**src/logic/uiem_pkg.sv**
```systemverilog
// Shared constants and carrier types for the host-controller interrupt
// enable mask. Assumes a 32-bit register port on the host bus clock.
package uiem_pkg;

    // Register geometry
    localparam int          REG_W         = 32;
    localparam int          ADDR_W        = 8;

    // Register offsets from the function's base address
    localparam logic [7:0]  STATUS_OFS    = 8'h0C;
    localparam logic [7:0]  ENABLE_OFS    = 8'h10;
    localparam logic [7:0]  DISABLE_OFS   = 8'h14;

    // Field positions, shared by status and enable registers except the enable-only master bit
    localparam int          MASTER_EN_BIT = 31;
    localparam int          OWN_CHG_BIT   = 30;
    localparam int          RPC_BIT       = 6;
    localparam int          FCO_BIT       = 5;
    localparam int          UNREC_BIT     = 4;
    localparam int          RD_BIT        = 3;
    localparam int          FRM_START_BIT = 2;
    localparam int          DQW_BIT       = 1;
    localparam int          SO_BIT        = 0;
    localparam int          RSV_HI        = 29;
    localparam int          RSV_LO        = 7;

    // Reset values
    localparam logic [31:0] ENABLE_RESET  = 32'h0000_0000;
    localparam logic [31:0] STATUS_RESET  = 32'h0000_0000;

    // Implemented bits; everything else reads zero and ignores writes
    localparam logic [31:0] ENABLE_IMPL   = 32'hC000_007F;
    localparam logic [31:0] STATUS_IMPL   = 32'h4000_007F;
    // Events that go to the ordinary host-bus interrupt
    localparam logic [31:0] HOST_IRQ_SRC  = 32'h0000_007F;

    // One register access per cycle
    typedef struct packed {
        logic [ADDR_W-1:0] addr;
        logic              wr;
        logic              rd;
        logic [REG_W-1:0]  wdata;
    } uiem_req_t;

    // One-cycle event pulses from the controller core
    typedef struct packed {
        logic ownership_change;
        logic root_port_change;
        logic frame_count_overflow;
        logic unrecoverable_error;
        logic resume_detected;
        logic frame_start;
        logic done_queue_written;
        logic sched_overrun;
    } uiem_evt_t;

endpackage

```
**src/logic/uiem_irq_mask.sv**
```systemverilog
// Interrupt enable mask, disable companion and request logic of a USB
// host controller function. Assumes one register access per cycle on
// the host bus clock and one-cycle event pulses from the controller core.
`timescale 1ns/100ps
`default_nettype none
module uiem_irq_mask
    import uiem_pkg::*;
#(
    // Set to 0 where the management interrupt pin is not fitted
    parameter bit MGMT_PRESENT = 1'b1
) (
    // Clock and resets
    input  wire logic              CLK,
    input  wire logic              RESET_N,
    input  wire logic              SW_RESET,
    // Register port
    input  wire uiem_req_t         REG_REQ,
    output logic      [REG_W-1:0]  REG_RDATA,
    output logic                   REG_RVALID,
    // Controller events
    input  wire uiem_evt_t         EVENTS,
    // Interrupt requests
    output logic                   HOST_IRQ,
    output logic                   SYSTEM_MGMT_IRQ_N
);

    logic [REG_W-1:0] enable_r;
    logic [REG_W-1:0] enable_nxt;
    logic [REG_W-1:0] status_flags;
    logic [REG_W-1:0] evt_vec;
    logic [REG_W-1:0] wmask;
    logic [REG_W-1:0] pending;
    logic [REG_W-1:0] rdata_nxt;
    logic             wr_status;
    logic             wr_enable;
    logic             wr_disable;
    logic             irq_nxt;
    logic             mgmt_nxt;
    logic             host_irq_r;
    logic             mgmt_n_r;
    logic [REG_W-1:0] rdata_r;
    logic             rvalid_r;

    // Address decode
    assign wr_status  = REG_REQ.wr && (REG_REQ.addr == STATUS_OFS);
    assign wr_enable  = REG_REQ.wr && (REG_REQ.addr == ENABLE_OFS);
    assign wr_disable = REG_REQ.wr && (REG_REQ.addr == DISABLE_OFS);

    // Reserved positions are stripped before an enable or disable write takes effect
    assign wmask = REG_REQ.wdata & ENABLE_IMPL;

    // Event pulses placed at the status bit positions
    always_comb begin
        evt_vec = STATUS_RESET;
        // Without the management pin the ownership flag stays at zero
        evt_vec[OWN_CHG_BIT]   = EVENTS.ownership_change & MGMT_PRESENT;
        evt_vec[RPC_BIT]       = EVENTS.root_port_change;
        evt_vec[FCO_BIT]       = EVENTS.frame_count_overflow;
        evt_vec[UNREC_BIT]     = EVENTS.unrecoverable_error;
        evt_vec[RD_BIT]        = EVENTS.resume_detected;
        evt_vec[FRM_START_BIT] = EVENTS.frame_start;
        evt_vec[DQW_BIT] = EVENTS.done_queue_written;
        evt_vec[SO_BIT]  = EVENTS.sched_overrun;
    end

    uiem_status_flags #(
        .WIDTH (REG_W),
        .IMPL  (STATUS_IMPL)
    ) u_status (
        .clk      (CLK),
        .reset_n  (RESET_N),
        .sw_reset (SW_RESET),
        .set_vec  (evt_vec),
        .clr_vec  (wr_status ? REG_REQ.wdata : STATUS_RESET),
        .flags_r  (status_flags)
    );

    // Enable register: set-only at its own offset, clear-only through the
    // companion, so software never needs a read-modify-write
    always_comb begin
        enable_nxt = enable_r;
        if (wr_enable) begin
            enable_nxt = enable_r | wmask;
        end else if (wr_disable) begin
            enable_nxt = enable_r & ~wmask;
        end
    end

    always_ff @(posedge CLK or negedge RESET_N) begin
        if (!RESET_N) begin
            enable_r <= ENABLE_RESET;
        end else if (SW_RESET) begin
            enable_r <= ENABLE_RESET;
        end else begin
            enable_r <= enable_nxt;
        end
    end

    // Per-event gating, each enable paired with the same status position
    assign pending = status_flags & enable_r;

    always_comb begin
        irq_nxt  = 1'b0;
        mgmt_nxt = 1'b0;
        if (enable_r[MASTER_EN_BIT]) begin
            irq_nxt  = |(pending & HOST_IRQ_SRC);
            mgmt_nxt = pending[OWN_CHG_BIT] & MGMT_PRESENT;
        end
    end

    // Individual sources, listed so each position is traceable
    logic src_own;
    logic src_rpc;
    logic src_fco;
    logic src_unrec;
    logic src_rd;
    logic src_frm;
    logic src_dqw;
    logic src_so;
    assign src_own   = pending[OWN_CHG_BIT];
    assign src_rpc   = pending[RPC_BIT];
    assign src_fco   = pending[FCO_BIT];
    assign src_unrec = pending[UNREC_BIT];
    assign src_rd    = pending[RD_BIT];
    assign src_frm   = pending[FRM_START_BIT];
    assign src_dqw = pending[DQW_BIT];
    assign src_so  = pending[SO_BIT];

    // Registered requests keep glitches off the interrupt lines
    always_ff @(posedge CLK or negedge RESET_N) begin
        if (!RESET_N) begin
            host_irq_r <= 1'b0;
            mgmt_n_r   <= 1'b1;
        end else begin
            host_irq_r <= irq_nxt;
            mgmt_n_r   <= !mgmt_nxt;
        end
    end

    // Read data: the companion returns the enable register
    always_comb begin
        case (REG_REQ.addr)
            STATUS_OFS:  rdata_nxt = status_flags;
            ENABLE_OFS:  rdata_nxt = enable_r;
            DISABLE_OFS: rdata_nxt = enable_r;
            default:     rdata_nxt = STATUS_RESET;
        endcase
    end

    always_ff @(posedge CLK or negedge RESET_N) begin
        if (!RESET_N) begin
            rdata_r  <= STATUS_RESET;
            rvalid_r <= 1'b0;
        end else begin
            rvalid_r <= REG_REQ.rd;
            if (REG_REQ.rd) begin
                rdata_r <= rdata_nxt;
            end
        end
    end

    assign REG_RDATA         = rdata_r;
    assign REG_RVALID        = rvalid_r;
    assign HOST_IRQ          = host_irq_r;
    assign SYSTEM_MGMT_IRQ_N = mgmt_n_r;

    // Checks

    property p_enable_pairing;
        @(posedge CLK) disable iff (!RESET_N)
        enable_r[MASTER_EN_BIT] && !src_rpc && !src_fco && !src_unrec
            && !src_rd && !src_frm && !src_dqw && !src_so
        |=> !HOST_IRQ;
    endproperty
    a_enable_pairing: assert property (p_enable_pairing)
        else $error("interrupt raised by a masked or idle event");

    property p_irq_raise;
        @(posedge CLK) disable iff (!RESET_N)
        enable_r[MASTER_EN_BIT] && (src_rpc || src_fco || src_unrec
            || src_rd || src_frm || src_dqw || src_so)
        |=> HOST_IRQ;
    endproperty
    a_irq_raise: assert property (p_irq_raise)
        else $error("enabled pending event did not raise interrupt");

    property p_set_only;
        @(posedge CLK) disable iff (!RESET_N)
        wr_enable && !SW_RESET
        |=> enable_r == ($past(enable_r) | ($past(REG_REQ.wdata)
            & ENABLE_IMPL));
    endproperty
    a_set_only: assert property (p_set_only)
        else $error("enable write did not act as set-only");

    property p_read_value;
        @(posedge CLK) disable iff (!RESET_N)
        REG_REQ.rd && !REG_REQ.wr && !SW_RESET
            && (REG_REQ.addr == ENABLE_OFS)
        |=> REG_RVALID && (REG_RDATA == enable_r)
            && $stable(enable_r);
    endproperty
    a_read_value: assert property (p_read_value)
        else $error("enable read returned wrong value or changed it");

    property p_master_off;
        @(posedge CLK) disable iff (!RESET_N)
        !enable_r[MASTER_EN_BIT] |=> !HOST_IRQ && SYSTEM_MGMT_IRQ_N;
    endproperty
    a_master_off: assert property (p_master_off)
        else $error("interrupt raised with master enable clear");

    property p_clear_only;
        @(posedge CLK) disable iff (!RESET_N)
        wr_disable && !SW_RESET
        |=> enable_r == ($past(enable_r) & ~($past(REG_REQ.wdata)
            & ENABLE_IMPL));
    endproperty
    a_clear_only: assert property (p_clear_only)
        else $error("disable write did not act as clear-only");

    property p_disable_read;
        @(posedge CLK) disable iff (!RESET_N)
        REG_REQ.rd && (REG_REQ.addr == DISABLE_OFS)
        |=> REG_RDATA == $past(enable_r);
    endproperty
    a_disable_read: assert property (p_disable_read)
        else $error("disable read did not return enable value");

    property p_mgmt_route;
        @(posedge CLK) disable iff (!RESET_N)
        enable_r[MASTER_EN_BIT] && src_own && !src_rpc && !src_fco
            && !src_unrec && !src_rd && !src_frm && !src_dqw && !src_so
        |=> !SYSTEM_MGMT_IRQ_N && !HOST_IRQ;
    endproperty
    a_mgmt_route: assert property (p_mgmt_route)
        else $error("ownership change not routed to management line");

    property p_own_enable;
        @(posedge CLK) disable iff (!RESET_N)
        !enable_r[OWN_CHG_BIT] |=> SYSTEM_MGMT_IRQ_N;
    endproperty
    a_own_enable: assert property (p_own_enable)
        else $error("management interrupt with ownership enable clear");

    property p_soft_reset;
        @(posedge CLK) disable iff (!RESET_N)
        SW_RESET |=> (enable_r == ENABLE_RESET) ##1 !HOST_IRQ;
    endproperty
    a_soft_reset: assert property (p_soft_reset)
        else $error("reset did not clear the enable mask");

    property p_reserved_zero;
        @(posedge CLK) disable iff (!RESET_N)
        REG_RVALID |-> REG_RDATA[RSV_HI:RSV_LO] == '0;
    endproperty
    a_reserved_zero: assert property (p_reserved_zero)
        else $error("reserved bits read as nonzero");

    property p_rvalid_once;
        @(posedge CLK) disable iff (!RESET_N)
        REG_RVALID |-> $past(REG_REQ.rd);
    endproperty
    a_rvalid_once: assert property (p_rvalid_once)
        else $error("read valid without a read strobe");

    property p_status_read;
        @(posedge CLK) disable iff (!RESET_N)
        REG_REQ.rd && (REG_REQ.addr == STATUS_OFS)
        |=> REG_RDATA == $past(status_flags);
    endproperty
    a_status_read: assert property (p_status_read)
        else $error("status read did not return the flags");

    property p_unmapped_read;
        @(posedge CLK) disable iff (!RESET_N)
        REG_REQ.rd && (REG_REQ.addr != STATUS_OFS)
            && (REG_REQ.addr != ENABLE_OFS)
            && (REG_REQ.addr != DISABLE_OFS)
        |=> REG_RDATA == '0;
    endproperty
    a_unmapped_read: assert property (p_unmapped_read)
        else $error("unmapped read returned nonzero data");

    // A reserved enable bit would still gate nothing, but reads would lie
    property p_reserved_enable;
        @(posedge CLK) disable iff (!RESET_N)
        enable_r[RSV_HI:RSV_LO] == '0;
    endproperty
    a_reserved_enable: assert property (p_reserved_enable)
        else $error("reserved enable bit became set");

endmodule
`default_nettype wire

```
**src/logic/uiem_status_flags.sv**
```systemverilog
// Sticky event-status flags: hardware sets, software clears by writing 1.
// Assumes set and clear vectors are already aligned to bit positions.
`timescale 1ns/100ps
`default_nettype none
module uiem_status_flags
    import uiem_pkg::*;
#(
    parameter int          WIDTH = REG_W,
    parameter logic [31:0] IMPL  = STATUS_IMPL
) (
    // Clock and reset
    input  wire logic             clk,
    input  wire logic             reset_n,
    input  wire logic             sw_reset,
    // Set and clear requests
    input  wire logic [WIDTH-1:0] set_vec,
    input  wire logic [WIDTH-1:0] clr_vec,
    // Flags
    output logic      [WIDTH-1:0] flags_r
);

    if (WIDTH != REG_W) begin : g_chk
        $error("uiem_status_flags: WIDTH must equal the register width");
    end

    genvar i;
    for (i = 0; i < WIDTH; i++) begin : g_bit
        if (IMPL[i]) begin : g_impl
            // A set in the same cycle as a clear wins, so no event is lost
            always_ff @(posedge clk or negedge reset_n) begin
                if (!reset_n) begin
                    flags_r[i] <= STATUS_RESET[i];
                end else if (sw_reset) begin
                    flags_r[i] <= STATUS_RESET[i];
                end else if (set_vec[i]) begin
                    flags_r[i] <= 1'b1;
                end else if (clr_vec[i]) begin
                    flags_r[i] <= 1'b0;
                end
            end

            property p_set_wins;
                @(posedge clk) disable iff (!reset_n)
                set_vec[i] && !sw_reset |=> flags_r[i];
            endproperty
            a_set_wins: assert property (p_set_wins)
                else $error("status flag not set by its event");

            property p_clear_one;
                @(posedge clk) disable iff (!reset_n)
                clr_vec[i] && !set_vec[i] |=> !flags_r[i];
            endproperty
            a_clear_one: assert property (p_clear_one)
                else $error("status flag survived a write of one");
        end else begin : g_rsv
            assign flags_r[i] = 1'b0;
        end
    end

endmodule
`default_nettype wire

```
**config.mk**
```make
export PLATFORM = sky130hd
export DESIGN_NAME = uiem_irq_mask
export DESIGN_NICKNAME = d
export VERILOG_FILES = /design/src/logic/uiem_pkg.sv /design/src/logic/uiem_irq_mask.sv /design/src/logic/uiem_status_flags.sv
export SDC_FILE = /design/constraint.sdc
export NUM_CORES = 1
export LEC_CHECK = 0
export BUFFER_PORTS_ARGS = -buffer_cell sky130_fd_sc_hd__buf_2
export CAP_MARGIN = 25
export CORE_MARGIN = 2
export CORE_UTILIZATION = 44
export DETAILED_ROUTE_END_ITERATION = 10
export PLACE_DENSITY = 0.79
export SYNTH_ARGS = -nofsm -noshare
export SYNTH_HDL_FRONTEND = slang
export SYNTH_SLANG_ARGS = --single-unit
```
**constraint.sdc**
```tcl
create_clock -name CLK -period 1.3 [get_ports CLK]
set_clock_uncertainty 0.1 [all_clocks]
set_input_delay 0.26 -clock CLK [delete_from_list [all_inputs] [get_ports CLK]]
set_output_delay 0.26 -clock CLK [all_outputs]
set_load 0.05 [all_outputs]
```
; Yosys cells after proc, flatten, opt, wreduce, memory -nomap -nowiden
; Index checks and enable logic that the tools add are counted.
[word_totals]
regBits = 75
inputBits = 53
output_inout_bits = 35
[classes]
eq_ne = 3
mux = 31
n_bitwise = 4
n_reduce_logical = 15
[ops]
columns = operator, count
row1 = two-way mux 32 bit, 3
row2 = one-hot mux 32 bit (2 select lines), 1
row3 = AND 32 bit, 1
row4 = inverter 32 bit, 1
row5 = OR 32 bit, 1
row6 = AND 31 bit, 1
row7 = two-way mux 31 bit, 1
row8 = nonzero test 3 bit, 9
row9 = two-way mux 1 bit, 26
row10 = == test 8 x 5 -> 1 bit (second input constant), 2
row11 = == test 8 x 4 -> 1 bit (second input constant), 1
row12 = OR reduction 7 bit, 1
row13 = logical AND 1 bit, 3
row14 = OR reduction 2 bit, 1
row15 = logical NOT 1 bit, 1

; Longest topological paths before layout
; Gate-level depths: netlist of run 1.
[logic_depth]
depth_word = 6
ltp_mapped = 5

; Hierarchy
; A second synthesis of run 1 with hierarchy kept.
[hier_totals]
hier_cells = 248
hier_area_um2 = 2758.9
[modules_own_cells]
columns = mod, instances, cells_per_inst, area_per_inst_um2
row1 = uiem_irq_mask, 1, 190, 2153.3
row2 = uiem_status_flags, 1, 58, 605.6

; Least setup slack after synthesis of run 1
; No wires, ideal clock.
[synth_timing]
kind = register to output
start = register REG_RDATA[29] (netlist name)
end = output REG_RDATA[10]
arrival_time_ns = 1.261
setup_slack_ns = -0.321
path_stages_with_launch = 2
path_buffers = 1
path_cell_list = dfrtp_1 -> buf_4
[synth_rtl]
columns = element, line_no
row1 = end: declaration, uiem_irq_mask.sv:18  ; output logic [REG_W-1:0] REG_RDATA,

==> impl_metrics.csv, run 1 <==
group,metric,value,unit
status,status,"complete, but fails checks",
status,violations,"setup timing",
floorplanning,coreArea,3420,um2
synthesis,synth_fp_nets,207,
sta,hold_violations,0,
drt,drc,0,
drt,postRouteAntennaNets,0,
sta,rsz0062_at_grt,"true",
worst_setup_path,r2r_setup_slack,0.16,ns
worst_setup_path,path_depth,2,
sta,timing.final.ws_setup,-0.228,ns
pwr,leakagePower,1.12,nW
clock_tree,cts_tree,"yes",
pwr,powerDensity,765,nW/um2
drt,viasPerCell,5.16,
sta,finalCriticalPeriod,1.53,ns
synthesis,syn_avg_cell_area,10.4,um2
global_routing,antenna_found_initial,0,
worst_setup_path,cp_common_cell,"buf_6",
worst_setup_path,setup.worst_path.end_class,"output pin",
worst_setup_path,crit_end,"REG_RDATA[20]",
clock_tree,max-clock-path-buffers,2,
drt,drtPass1Iterations,4,
final_layout,syn_to_final_growth,45.2,%
worst_setup_path,cp_top_family,"flip-flops",
floorplanning,dieArea,4160,um2
final_layout,fin_area,2340,um2
synthesis,yosysWarnings,0,
placed_design,gp_congestion,0.789,
drt,dr.first_iter.drc_count,46,
placed_design,detailedPlace.worstSlack,-0.320,ns
final_layout,final_cell_count_no_fill,269,
worst_setup_path,start_kind,"register",
drt,wire_per_inst,15.2,um
sta,slew_headroom,79.1,%
global_routing,grt_pass1_vias,1272,
clock_tree,htreeDepth,2,
job,drv_cap,0,
synthesis,ys_async_sr_fraction,100,%
worst_setup_path,slowest_delay,0.50,ns
worst_setup_path,cp_max_fo,12,
sta,worst_pin_slew,0.313,ns
clock_tree,clk_pin_slew_worst_paths,0.09,ns
final_layout,drive_above_1_share,48.0,%
floorplanning,row_count,21,
worst_setup_path,worstPathArrival,1.17,ns
floorplanning,die_y,64.5,um
clock_tree,clock_latency,0.34,ns
worst_setup_path,path_cells,"buf_6 > buf_6",
synthesis,syn_inst,154,
drt,routed_wl,4.10,mm
placed_design,dp_hpwl,2.82,mm
final_layout,nets,275,
floorplanning,initial_utilization,47.1,%
worst_setup_path,r2r-end,"HOST_IRQ",
global_routing,overflow,0,
floorplanning,ios,88,
sta,post-route-period-util,118,%
clock_tree,clkSinkCount,30,
global_routing,grt_pass1_wl,6.00,mm
worst_setup_path,r2r_start,"enable_r[1]",
placed_design,io_buffers,64,
clock_tree,cts_made_buffers,5,
synthesis,yosys_register_bits,30,
worst_setup_path,reg2reg_depth,2,
floorplanning,die_w,64.5,um
worst_setup_path,path_buf_inv,2,
synthesis,ys.flop_type,"dfrtp_1",
synthesis,synth_edf_count,0,
pwr,ir_drop,0.550,mV
sta,setup_viol_count_final,24,
drt,vias,1389,
synthesis,syn_area,1610,um2
final_layout,fin_util,68.4,%
hold_path,min_path_cells,3,
sta,max_freq,0.655,GHz
worst_setup_path,critPathLaunch,"REG_RDATA[29]",
placed_design,dp.cells,254,
worst_setup_path,crit_type,"reg2out",
synthesis,yosysUniqueCellTypes,28,
sta,hold-worst-slack,0.0868,ns
placed_design,placed_cell_area,1950,um2
worst_setup_path,crit_slowest_cell,"dfrtp_4",
global_routing,grt_max_degree,25,
final_layout,n_antenna_cell,0,
sta,finalMaxSlewViolations,0,
clock_tree,root_buffer,"clkbuf_4",
synthesis,synth_seq_area_share,46.7,%
global_routing,grt_usage,19.3,%
hold_path,hp-class,"in2reg",
worst_setup_path,cp.required,0.94,ns
[per-layer routing]
layer | track usage, % | vias to the layer above | share of wire (%)
met4 | 7.98 | 0 | 1.6
met1 | 24.6 | 643 | 43
met2 | 31.5 | 65 | 49
met5 | 0 | - | 0
li1 | - | 674 | -
met3 | 4.51 | 7 | 6.3
[cell families (layout without fill, tap and decap cells)]
logic type / after synthesis / after routing / synth area share [%]
buffers and inverters: 32 / 101 / 12.7
AND/OR/NAND/NOR: 54 / 54 / 19.8
AO/OA/AOI/OAI: 29 / 29 / 15.2
multiplexers: 9 / 9 / 5.60
flip-flops: 30 / 30 / 46.7
[state kept, by name, summed over array words and instances (netlist names)]
signal             count
HOST_IRQ               1
REG_RDATA             10
REG_RVALID             1
SYSTEM_MGMT_IRQ_N      1
enable_r               9
u_status.flags_r       8
[worst reg2reg max path, stage by stage, from the launching register on]
cell,delay [ns]
dfrtp_1,0.42
a222oi_1,0.34
a31oi_1,0.16
[layout make-up]
| type | count | area (um2) |
|---|---|---|
| tap | 46 | 57.6 |
| fill | 268 | 1080 |
| sequential | 30 | 756 |
| inverter | 2 | 7.51 |
| multi-input combinational | 92 | 691 |
| timing repair buffer | 91 | 764 |
| clock buffer | 7 | 55.1 |
| clock inverter | 1 | 5.00 |
[where the power goes]
| part | internal (mW) | leakage, nW | switching, mW |
|---|---|---|---|
| registers | 0.952 | 0.400 | 0.0181 |
| logic | 0.110 | 0.682 | 0.121 |
| clock network | 0.261 | 0.0353 | 0.325 |
[cell usage in the layout (no fill, tap or decap)]
cell	synthesis	layout
clkinv_1	1	1
nand2_1	8	8
dfrtp_4	0	1
o31ai_2	1	4
buf_4	22	23
a31oi_1	1	1
buf_6	0	35
clkbuf_1	7	1
dlygate4sd3_1	0	2
nor2b_1	11	11
a22oi_1	2	2
a311oi_1	8	8
inv_1	1	1
or2_1	1	1
nor4b_4	1	2
dfstp_2	1	1
buf_8	0	2
o31ai_4	0	1
o31ai_1	7	3
nand2b_1	9	9
nor2_1	8	8
dfrtp_1	29	28
a222oi_1	1	1
o2bb2ai_1	1	1
mux2i_1	9	9
a32oi_1	8	8
nand3_1	11	11
or4_1	1	1
clkinv_2	0	1
or2_2	1	1
buf_2	1	28
clkbuf_4	0	6
nor4_2	1	1
clkbuf_8	0	1
and3_1	1	1
[Yosys cell counts, types with 2 or more instances]
master    count  area [um2]
a311oi_1      8        70.1
a32oi_1       8        70.1
a22oi_1       2        15.0
clkbuf_1      7        26.3
nand2_1       8        30.0
o31ai_1       7        52.6
nand2b_1      9        56.3
buf_4        22         165
nor2b_1      11        68.8
nor2_1        8        30.0
nand3_1      11        55.1
dfrtp_1      29         726
mux2i_1       9        90.1
[what timing repair did]
item | 4_1_cts | 5_1_grt
buffers inserted | 0 | 5
endpoints found under the hold margin | 27 | 0
gates cloned | 0 | 0
resized for setup | 35 | 47
hold buffers | 2 | 0
endpoints found under the setup margin | 33 | 43
[metrics by stage]
| step | power (mW) | TNS, ns |
|---|---|---|
| after detailed placement | 1.21 | -4.71 |
| after global placement | 1.20 | -4.00 |
| after CTS | 1.79 | -5.01 |
| after floorplan | 1.07 | -1.14 |
| final | 1.79 | -5.18 |
| after global routing | 1.87 | -6.21 |
[how the worst min path moves through the flow]
stage	from	endpoint	slack, ns
6_report	EVENTS[1]	u_status.flags_r[1]	0.09
5_1_grt	EVENTS[0]	u_status.flags_r[0]	0.08
4_1_cts	EVENTS[1]	u_status.flags_r[1]	0.08
3_5_place_dp	RESET_N	enable_r[30]	0.06
3_3_place_gp	RESET_N	enable_r[30]	0.06
2_1_floorplan	RESET_N	HOST_IRQ	-0.14
(Power assumes the default switching activity.)
==> run 2: changes to the inputs <==
--- a/config.mk
+++ b/config.mk
@@ -5,12 +5,13 @@
 export SDC_FILE = /design/constraint.sdc
 export NUM_CORES = 1
 export LEC_CHECK = 0
+export ABC_AREA = 1
 export BUFFER_PORTS_ARGS = -buffer_cell sky130_fd_sc_hd__buf_2
 export CAP_MARGIN = 25
 export CORE_MARGIN = 2
-export CORE_UTILIZATION = 44
+export CORE_UTILIZATION = 46
 export DETAILED_ROUTE_END_ITERATION = 10
-export PLACE_DENSITY = 0.79
+export PLACE_DENSITY = 0.8
 export SYNTH_ARGS = -nofsm -noshare
 export SYNTH_HDL_FRONTEND = slang
 export SYNTH_SLANG_ARGS = --single-unit
==> run 2 against run 1 <==
Effect of this change:
- the run still ends with setup timing left
- largest cell class is now multi-input gates
- first-iteration DRC count rose to 2.6 times the previous value
- highest routed layer unchanged
- non-clock buffer count is 17 lower
- maximum frequency rose by 3.7%
==> impl_metrics.csv, run 2 <==
group,metric,value,unit
synthesis,synth_edf_count,0,
final_layout,largest_reg_flops,10,
placed_design,detailedPlace.worstSlack,-0.0463,ns
floorplanning,die_w,67.0,um
synthesis,syn_inst,230,
sta,rsz0062_at_grt,"true",
pwr,fin_total_pwr,2.11,mW
synthesis,synth_area_leaders,"dfrtp_1, nand2_1, buf_4",
worst_setup_path,crit_type,"reg2out",
worst_setup_path,setup.worst_path.end_class,"output pin",
synthesis,synth_fp_nets,283,
global_routing,overflow,0,
synthesis,synth_most_common_cell,"nand2_1",
sta,setup_tns,-3.78,ns
worst_setup_path,r2r_start,"enable_r[30]",
drt,drtPass1Iterations,4,
placed_design,dp_hpwl,2.84,mm
synthesis,yosysWarnings,0,
sta,setup_viol_count_final,24,
final_layout,fin_area,2360,um2
synthesis,ys_async_sr_fraction,100,%
pwr,leakagePower,1.33,nW
drt,wire_per_inst,12.6,um
drt,vias,1601,
floorplanning,dieArea,4490,um2
final_layout,syn_to_final_growth,28.9,%
global_routing,grt_pass1_wl,6.55,mm
synthesis,yosys_register_bits,30,
worst_setup_path,r2r_setup_slack,0.21,ns
job,drv_cap,0,
synthesis,syn_avg_cell_area,7.95,um2
sta,hold_violations,0,
synthesis,synth_top_cell_by_area,"dfrtp_1",
worst_setup_path,reg2reg_depth,3,
sta,finalMaxSlewViolations,0,
placed_design,dp.cells,322,
final_layout,mostFrequentLayoutCells,"nand2_1, buf_2, dfrtp_1, buf_6, nand3_1",
global_routing,grt_pass1_vias,1463,
clock_tree,clk_pin_slew_worst_paths,0.07,ns
sta,worst_pin_slew,0.399,ns
clock_tree,cts_tree,"yes",
synthesis,ys.flop_type,"dfrtp_1",
clock_tree,max-clock-path-buffers,2,
clock_tree,root_buffer,"clkbuf_8",
clock_tree,htreeDepth,2,
drt,dr.first_iter.drc_count,121,
synthesis,yosysUniqueCellTypes,24,
worst_setup_path,crit_end,"REG_RDATA[12]",
final_layout,drive_above_1_share,42.5,%
sta,max_freq,0.679,GHz
drt,postRouteAntennaNets,0,
sta,hold-worst-slack,0.0775,ns
worst_setup_path,cp_max_fo,11,
floorplanning,row_count,22,
placed_design,io_buffers,64,
final_layout,layout_commonest_cell,"nand2_1",
floorplanning,initial_utilization,48.8,%
final_layout,fin_util,62.9,%
global_routing,grt_max_degree,25,
drt,routed_wl,4.21,mm
pwr,powerDensity,897,nW/um2
sta,finalCriticalPeriod,1.47,ns
status,violations,"setup timing",
synthesis,synth_common_cells,"nand2_1, dfrtp_1, nand3_1, buf_4, nor2_1",
hold_path,hp-class,"in2reg",
sta,slew_headroom,73.3,%
worst_setup_path,worstPathArrival,1.11,ns
drt,drc,0,
sta,timing.final.ws_setup,-0.173,ns
worst_setup_path,cp.required,0.94,ns
final_layout,final_cell_count_no_fill,333,
placed_design,placed_cell_area,2080,um2
pwr,ir_drop,0.548,mV
floorplanning,ios,88,
sta,post-route-period-util,113,%
worst_setup_path,r2r-end,"enable_r[30]",
drt,viasPerCell,4.81,
status,status,"complete, but fails checks",
synthesis,netlist.area_leader.share,39.7,%
floorplanning,coreArea,3740,um2
worst_setup_path,start_kind,"register",
placed_design,gp_congestion,0.845,
synthesis,syn_area,1830,um2
clock_tree,cts_made_buffers,5,
floorplanning,die_y,67.0,um
final_layout,nets,337,
global_routing,antenna_found_initial,0,
final_layout,n_antenna_cell,0,
synthesis,synth_seq_area_share,41.1,%
worst_setup_path,critPathLaunch,"REG_RDATA[29]",
clock_tree,clkSinkCount,30,
global_routing,grt_usage,19.6,%
clock_tree,clock_latency,0.29,ns
[run 2: how the worst min path moves through the flow]
stage	slack, ns	end	from	cells after the start
6_report	0.08	u_status.flags_r[4]	EVENTS[4]	3
5_1_grt	0.1	u_status.flags_r[30]	EVENTS[7]	3
4_1_cts	0.08	u_status.flags_r[4]	EVENTS[4]	3
3_5_place_dp	0.05	REG_RDATA[3]	RESET_N	1
3_3_place_gp	0.05	REG_RDATA[0]	RESET_N	1
2_1_floorplan	-0.14	HOST_IRQ	RESET_N	0
[run 2: area by class of cell]
class                           count  area (um2)
Fill cell                         323        1390
Multi-Input combinational cell    154         803
Sequential cell                    30         756
Timing Repair Buffer               74         571
Clock buffer                        6        82.6
Inverter                           19        71.3
Tap cell                           48        60.1
Clock inverter                      2        12.5
[run 2: where the power goes]
| part | total [mW] | switching, mW | internal, mW |
|---|---|---|---|
| sequential | 1.00 | 0.0292 | 0.971 |
| combinational | 0.318 | 0.210 | 0.107 |
| clock | 0.796 | 0.372 | 0.425 |
| total | 2.11 | 0.611 | 1.50 |
[run 2: critical path, cell delays in order, from the launching register on]
cell	delay [ns]
dfrtp_4	0.49
buf_6	0.17
buf_6	0.16
[run 2: cell families after synthesis]
| family | after synthesis | synth area share [%] |
|---|---|---|
| and+or+nand+nor | 144 | 40.2 |
| buffers and inverters | 46 | 14.9 |
| DFF | 30 | 41.1 |
| AOI/OAI and AO/OA | 10 | 3.77 |
[run 2: timing repair]
item / in CTS / in global routing
cloned: 0 / 0
setup buffers: 0 / 2
endpoints found under the setup margin: 24 / 25
hold buffers: 1 / 0
resized for setup: 26 / 26
hold endpoints to repair: 10 / 0
[run 2: metal layers]
| metal | track usage, % | routed length, um | vias to the layer above |
|---|---|---|---|
| li1 | - | - | 816 |
| met1 | 25.2 | 1820 | 722 |
| met2 | 31.2 | 2080 | 52 |
| met3 | 4.22 | 235 | 11 |
| met4 | 8.67 | 78 | 0 |
| met5 | 0 | 0 | - |
==> run 3: changes to the inputs <==
--- a/config.mk
+++ b/config.mk
@@ -11,6 +11,7 @@
 export CORE_MARGIN = 2
 export CORE_UTILIZATION = 46
 export DETAILED_ROUTE_END_ITERATION = 10
+export GPL_TIMING_DRIVEN = 0
 export PLACE_DENSITY = 0.8
 export SYNTH_ARGS = -nofsm -noshare
 export SYNTH_HDL_FRONTEND = slang
==> run 3 against run 2 <==
Effect of this change:
- the flow still finishes with violations (setup timing)
- via count grew 4.2%
- combinational power about the same
- hold slack improved by 0.010 ns
- power shrank 4.1%
- highest routed layer unchanged
- critical path depth rose by 1
- clock power down 11%
- sequential share of layout area decreased by 1.9 points
==> impl_metrics.csv, run 3 (synthesis results as in run 2) <==
group,metric,value,unit
floorplanning,ios,88,
worst_setup_path,start_kind,"register",
floorplanning,coreArea,3740,um2
drt,drtPass1Iterations,4,
clock_tree,root_buffer,"clkbuf_8",
hold_path,hp-class,"in2reg",
drt,vias,1669,
sta,rsz0062_at_grt,"true",
drt,dr.first_iter.drc_count,70,
clock_tree,cts_made_buffers,5,
sta,max_freq,0.627,GHz
floorplanning,die_y,67.0,um
placed_design,detailedPlace.worstSlack,-0.182,ns
final_layout,fin_area,2510,um2
status,status,"complete, but fails checks",
sta,slew_headroom,70.6,%
global_routing,grt_pass1_wl,7.35,mm
worst_setup_path,worstPathArrival,1.24,ns
placed_design,placed_cell_area,2210,um2
clock_tree,max-clock-path-buffers,2,
final_layout,n_antenna_cell,0,
placed_design,gp_congestion,0.796,
final_layout,regArea,756,um2
status,violations,"setup timing",
drt,wire_per_inst,12.7,um
global_routing,grt_pass1_vias,1586,
clock_tree,clk_pin_slew_worst_paths,0.06,ns
floorplanning,initial_utilization,48.8,%
placed_design,io_buffers,63,
clock_tree,htreeDepth,2,
pwr,leakagePower,1.43,nW
floorplanning,die_w,67.0,um
pwr,powerDensity,809,nW/um2
sta,setup_viol_count_final,24,
placed_design,dp_hpwl,3.05,mm
sta,worst_pin_slew,0.441,ns
sta,finalCriticalPeriod,1.60,ns
drt,viasPerCell,4.71,
worst_setup_path,cp_max_fo,12,
worst_setup_path,setup.worst_path.end_class,"output pin",
final_layout,nets,358,
floorplanning,dieArea,4490,um2
global_routing,overflow,0,
sta,post-route-period-util,123,%
pwr,ir_drop,0.736,mV
worst_setup_path,crit_type,"reg2out",
clock_tree,cts_tree,"yes",
clock_tree,clock_latency,0.28,ns
global_routing,antenna_found_initial,0,
final_layout,multi_input_area,803,um2
sta,hold-worst-slack,0.0880,ns
final_layout,num-fill-cells,315,
job,drv_cap,0,
sta,finalMaxSlewViolations,0,
final_layout,layout_commonest_cell,"nand2_1",
final_layout,syn_to_final_growth,37.2,%
final_layout,fin_util,67.0,%
global_routing,grt_usage,22.3,%
clock_tree,clkSinkCount,30,
drt,drc,0,
final_layout,largest_reg_flops,10,
sta,hold_violations,0,
final_layout,drive_above_1_share,44.4,%
drt,routed_wl,4.50,mm
final_layout,mostFrequentLayoutCells,"nand2_1, buf_2, dfrtp_1, nand3_1, buf_4",
floorplanning,row_count,22,
drt,postRouteAntennaNets,0,
global_routing,grt_max_degree,31,
sta,timing.final.ws_setup,-0.295,ns
worst_setup_path,cp.required,0.94,ns
run 3: path summary, 6_finish.rpt:
kind	to	start	cells after the start	slack (ns)
min in group asynchronous	HOST_IRQ	RESET_N	2	0.37
min	u_status.flags_r[0]	EVENTS[0]	3	0.09
max in group asynchronous	REG_RDATA[29]	RESET_N	2	0.40
max reg2reg	HOST_IRQ	u_status.flags_r[4]	3	0.21
max	REG_RDATA[12]	REG_RDATA[29]	3	-0.30
min reg2reg	SYSTEM_MGMT_IRQ_N	enable_r[31]	1	0.37
run 3: timing repair:
action,in CTS,in global routing
endpoints found under the hold margin,30,0
resized for setup,49,6
endpoints found under the setup margin,24,28
hold buffers,2,0
setup buffers,3,0
run 3: area by class of cell:
class | instances | share of cell area (%)
buffer | 27 | 8.08
clock buffer | 8 | 3.19
inverter | 19 | 2.84
multi-input combinational | 154 | 32.0
sequential | 30 | 30.1
tap | 48 | 2.40
timing repair buffer | 68 | 21.3
run 3: metrics by stage:
| stage | setup TNS (ns) | cells | total power, mW |
|---|---|---|---|
| 2_1_floorplan | 0 | 230 | 1.20 |
| 3_3_place_gp | -3.36 | 341 | 1.32 |
| 3_5_place_dp | -3.38 | 341 | 1.33 |
| 4_1_cts | -5.80 | 354 | 2.03 |
| 5_1_grt | -6.58 | 354 | 2.10 |
| 6_report | -6.15 | 354 | 2.03 |
run 3: layer usage:
| layer | global-route usage, % | routed length [um] | up-vias | share of wire [%] |
|---|---|---|---|---|
| li1 | - | - | 865 | - |
| met1 | 26.7 | 1900 | 743 | 42 |
| met2 | 39.5 | 2280 | 54 | 51 |
| met3 | 6.42 | 266 | 7 | 5.9 |
| met4 | 4.59 | 46 | 0 | 1.0 |
| met5 | 0 | 0 | - | 0 |
run 3: critical path, stage by stage (launching register included):
cell and delay [ns]:
dfrtp_4 0.51, buf_8 0.15, buf_4 0.14, buf_8 0.14
run 3: report_power, final:
group | switching [mW] | internal [mW]
clock | 0.330 | 0.379
sequential | 0.0307 | 0.971
combinational | 0.210 | 0.106
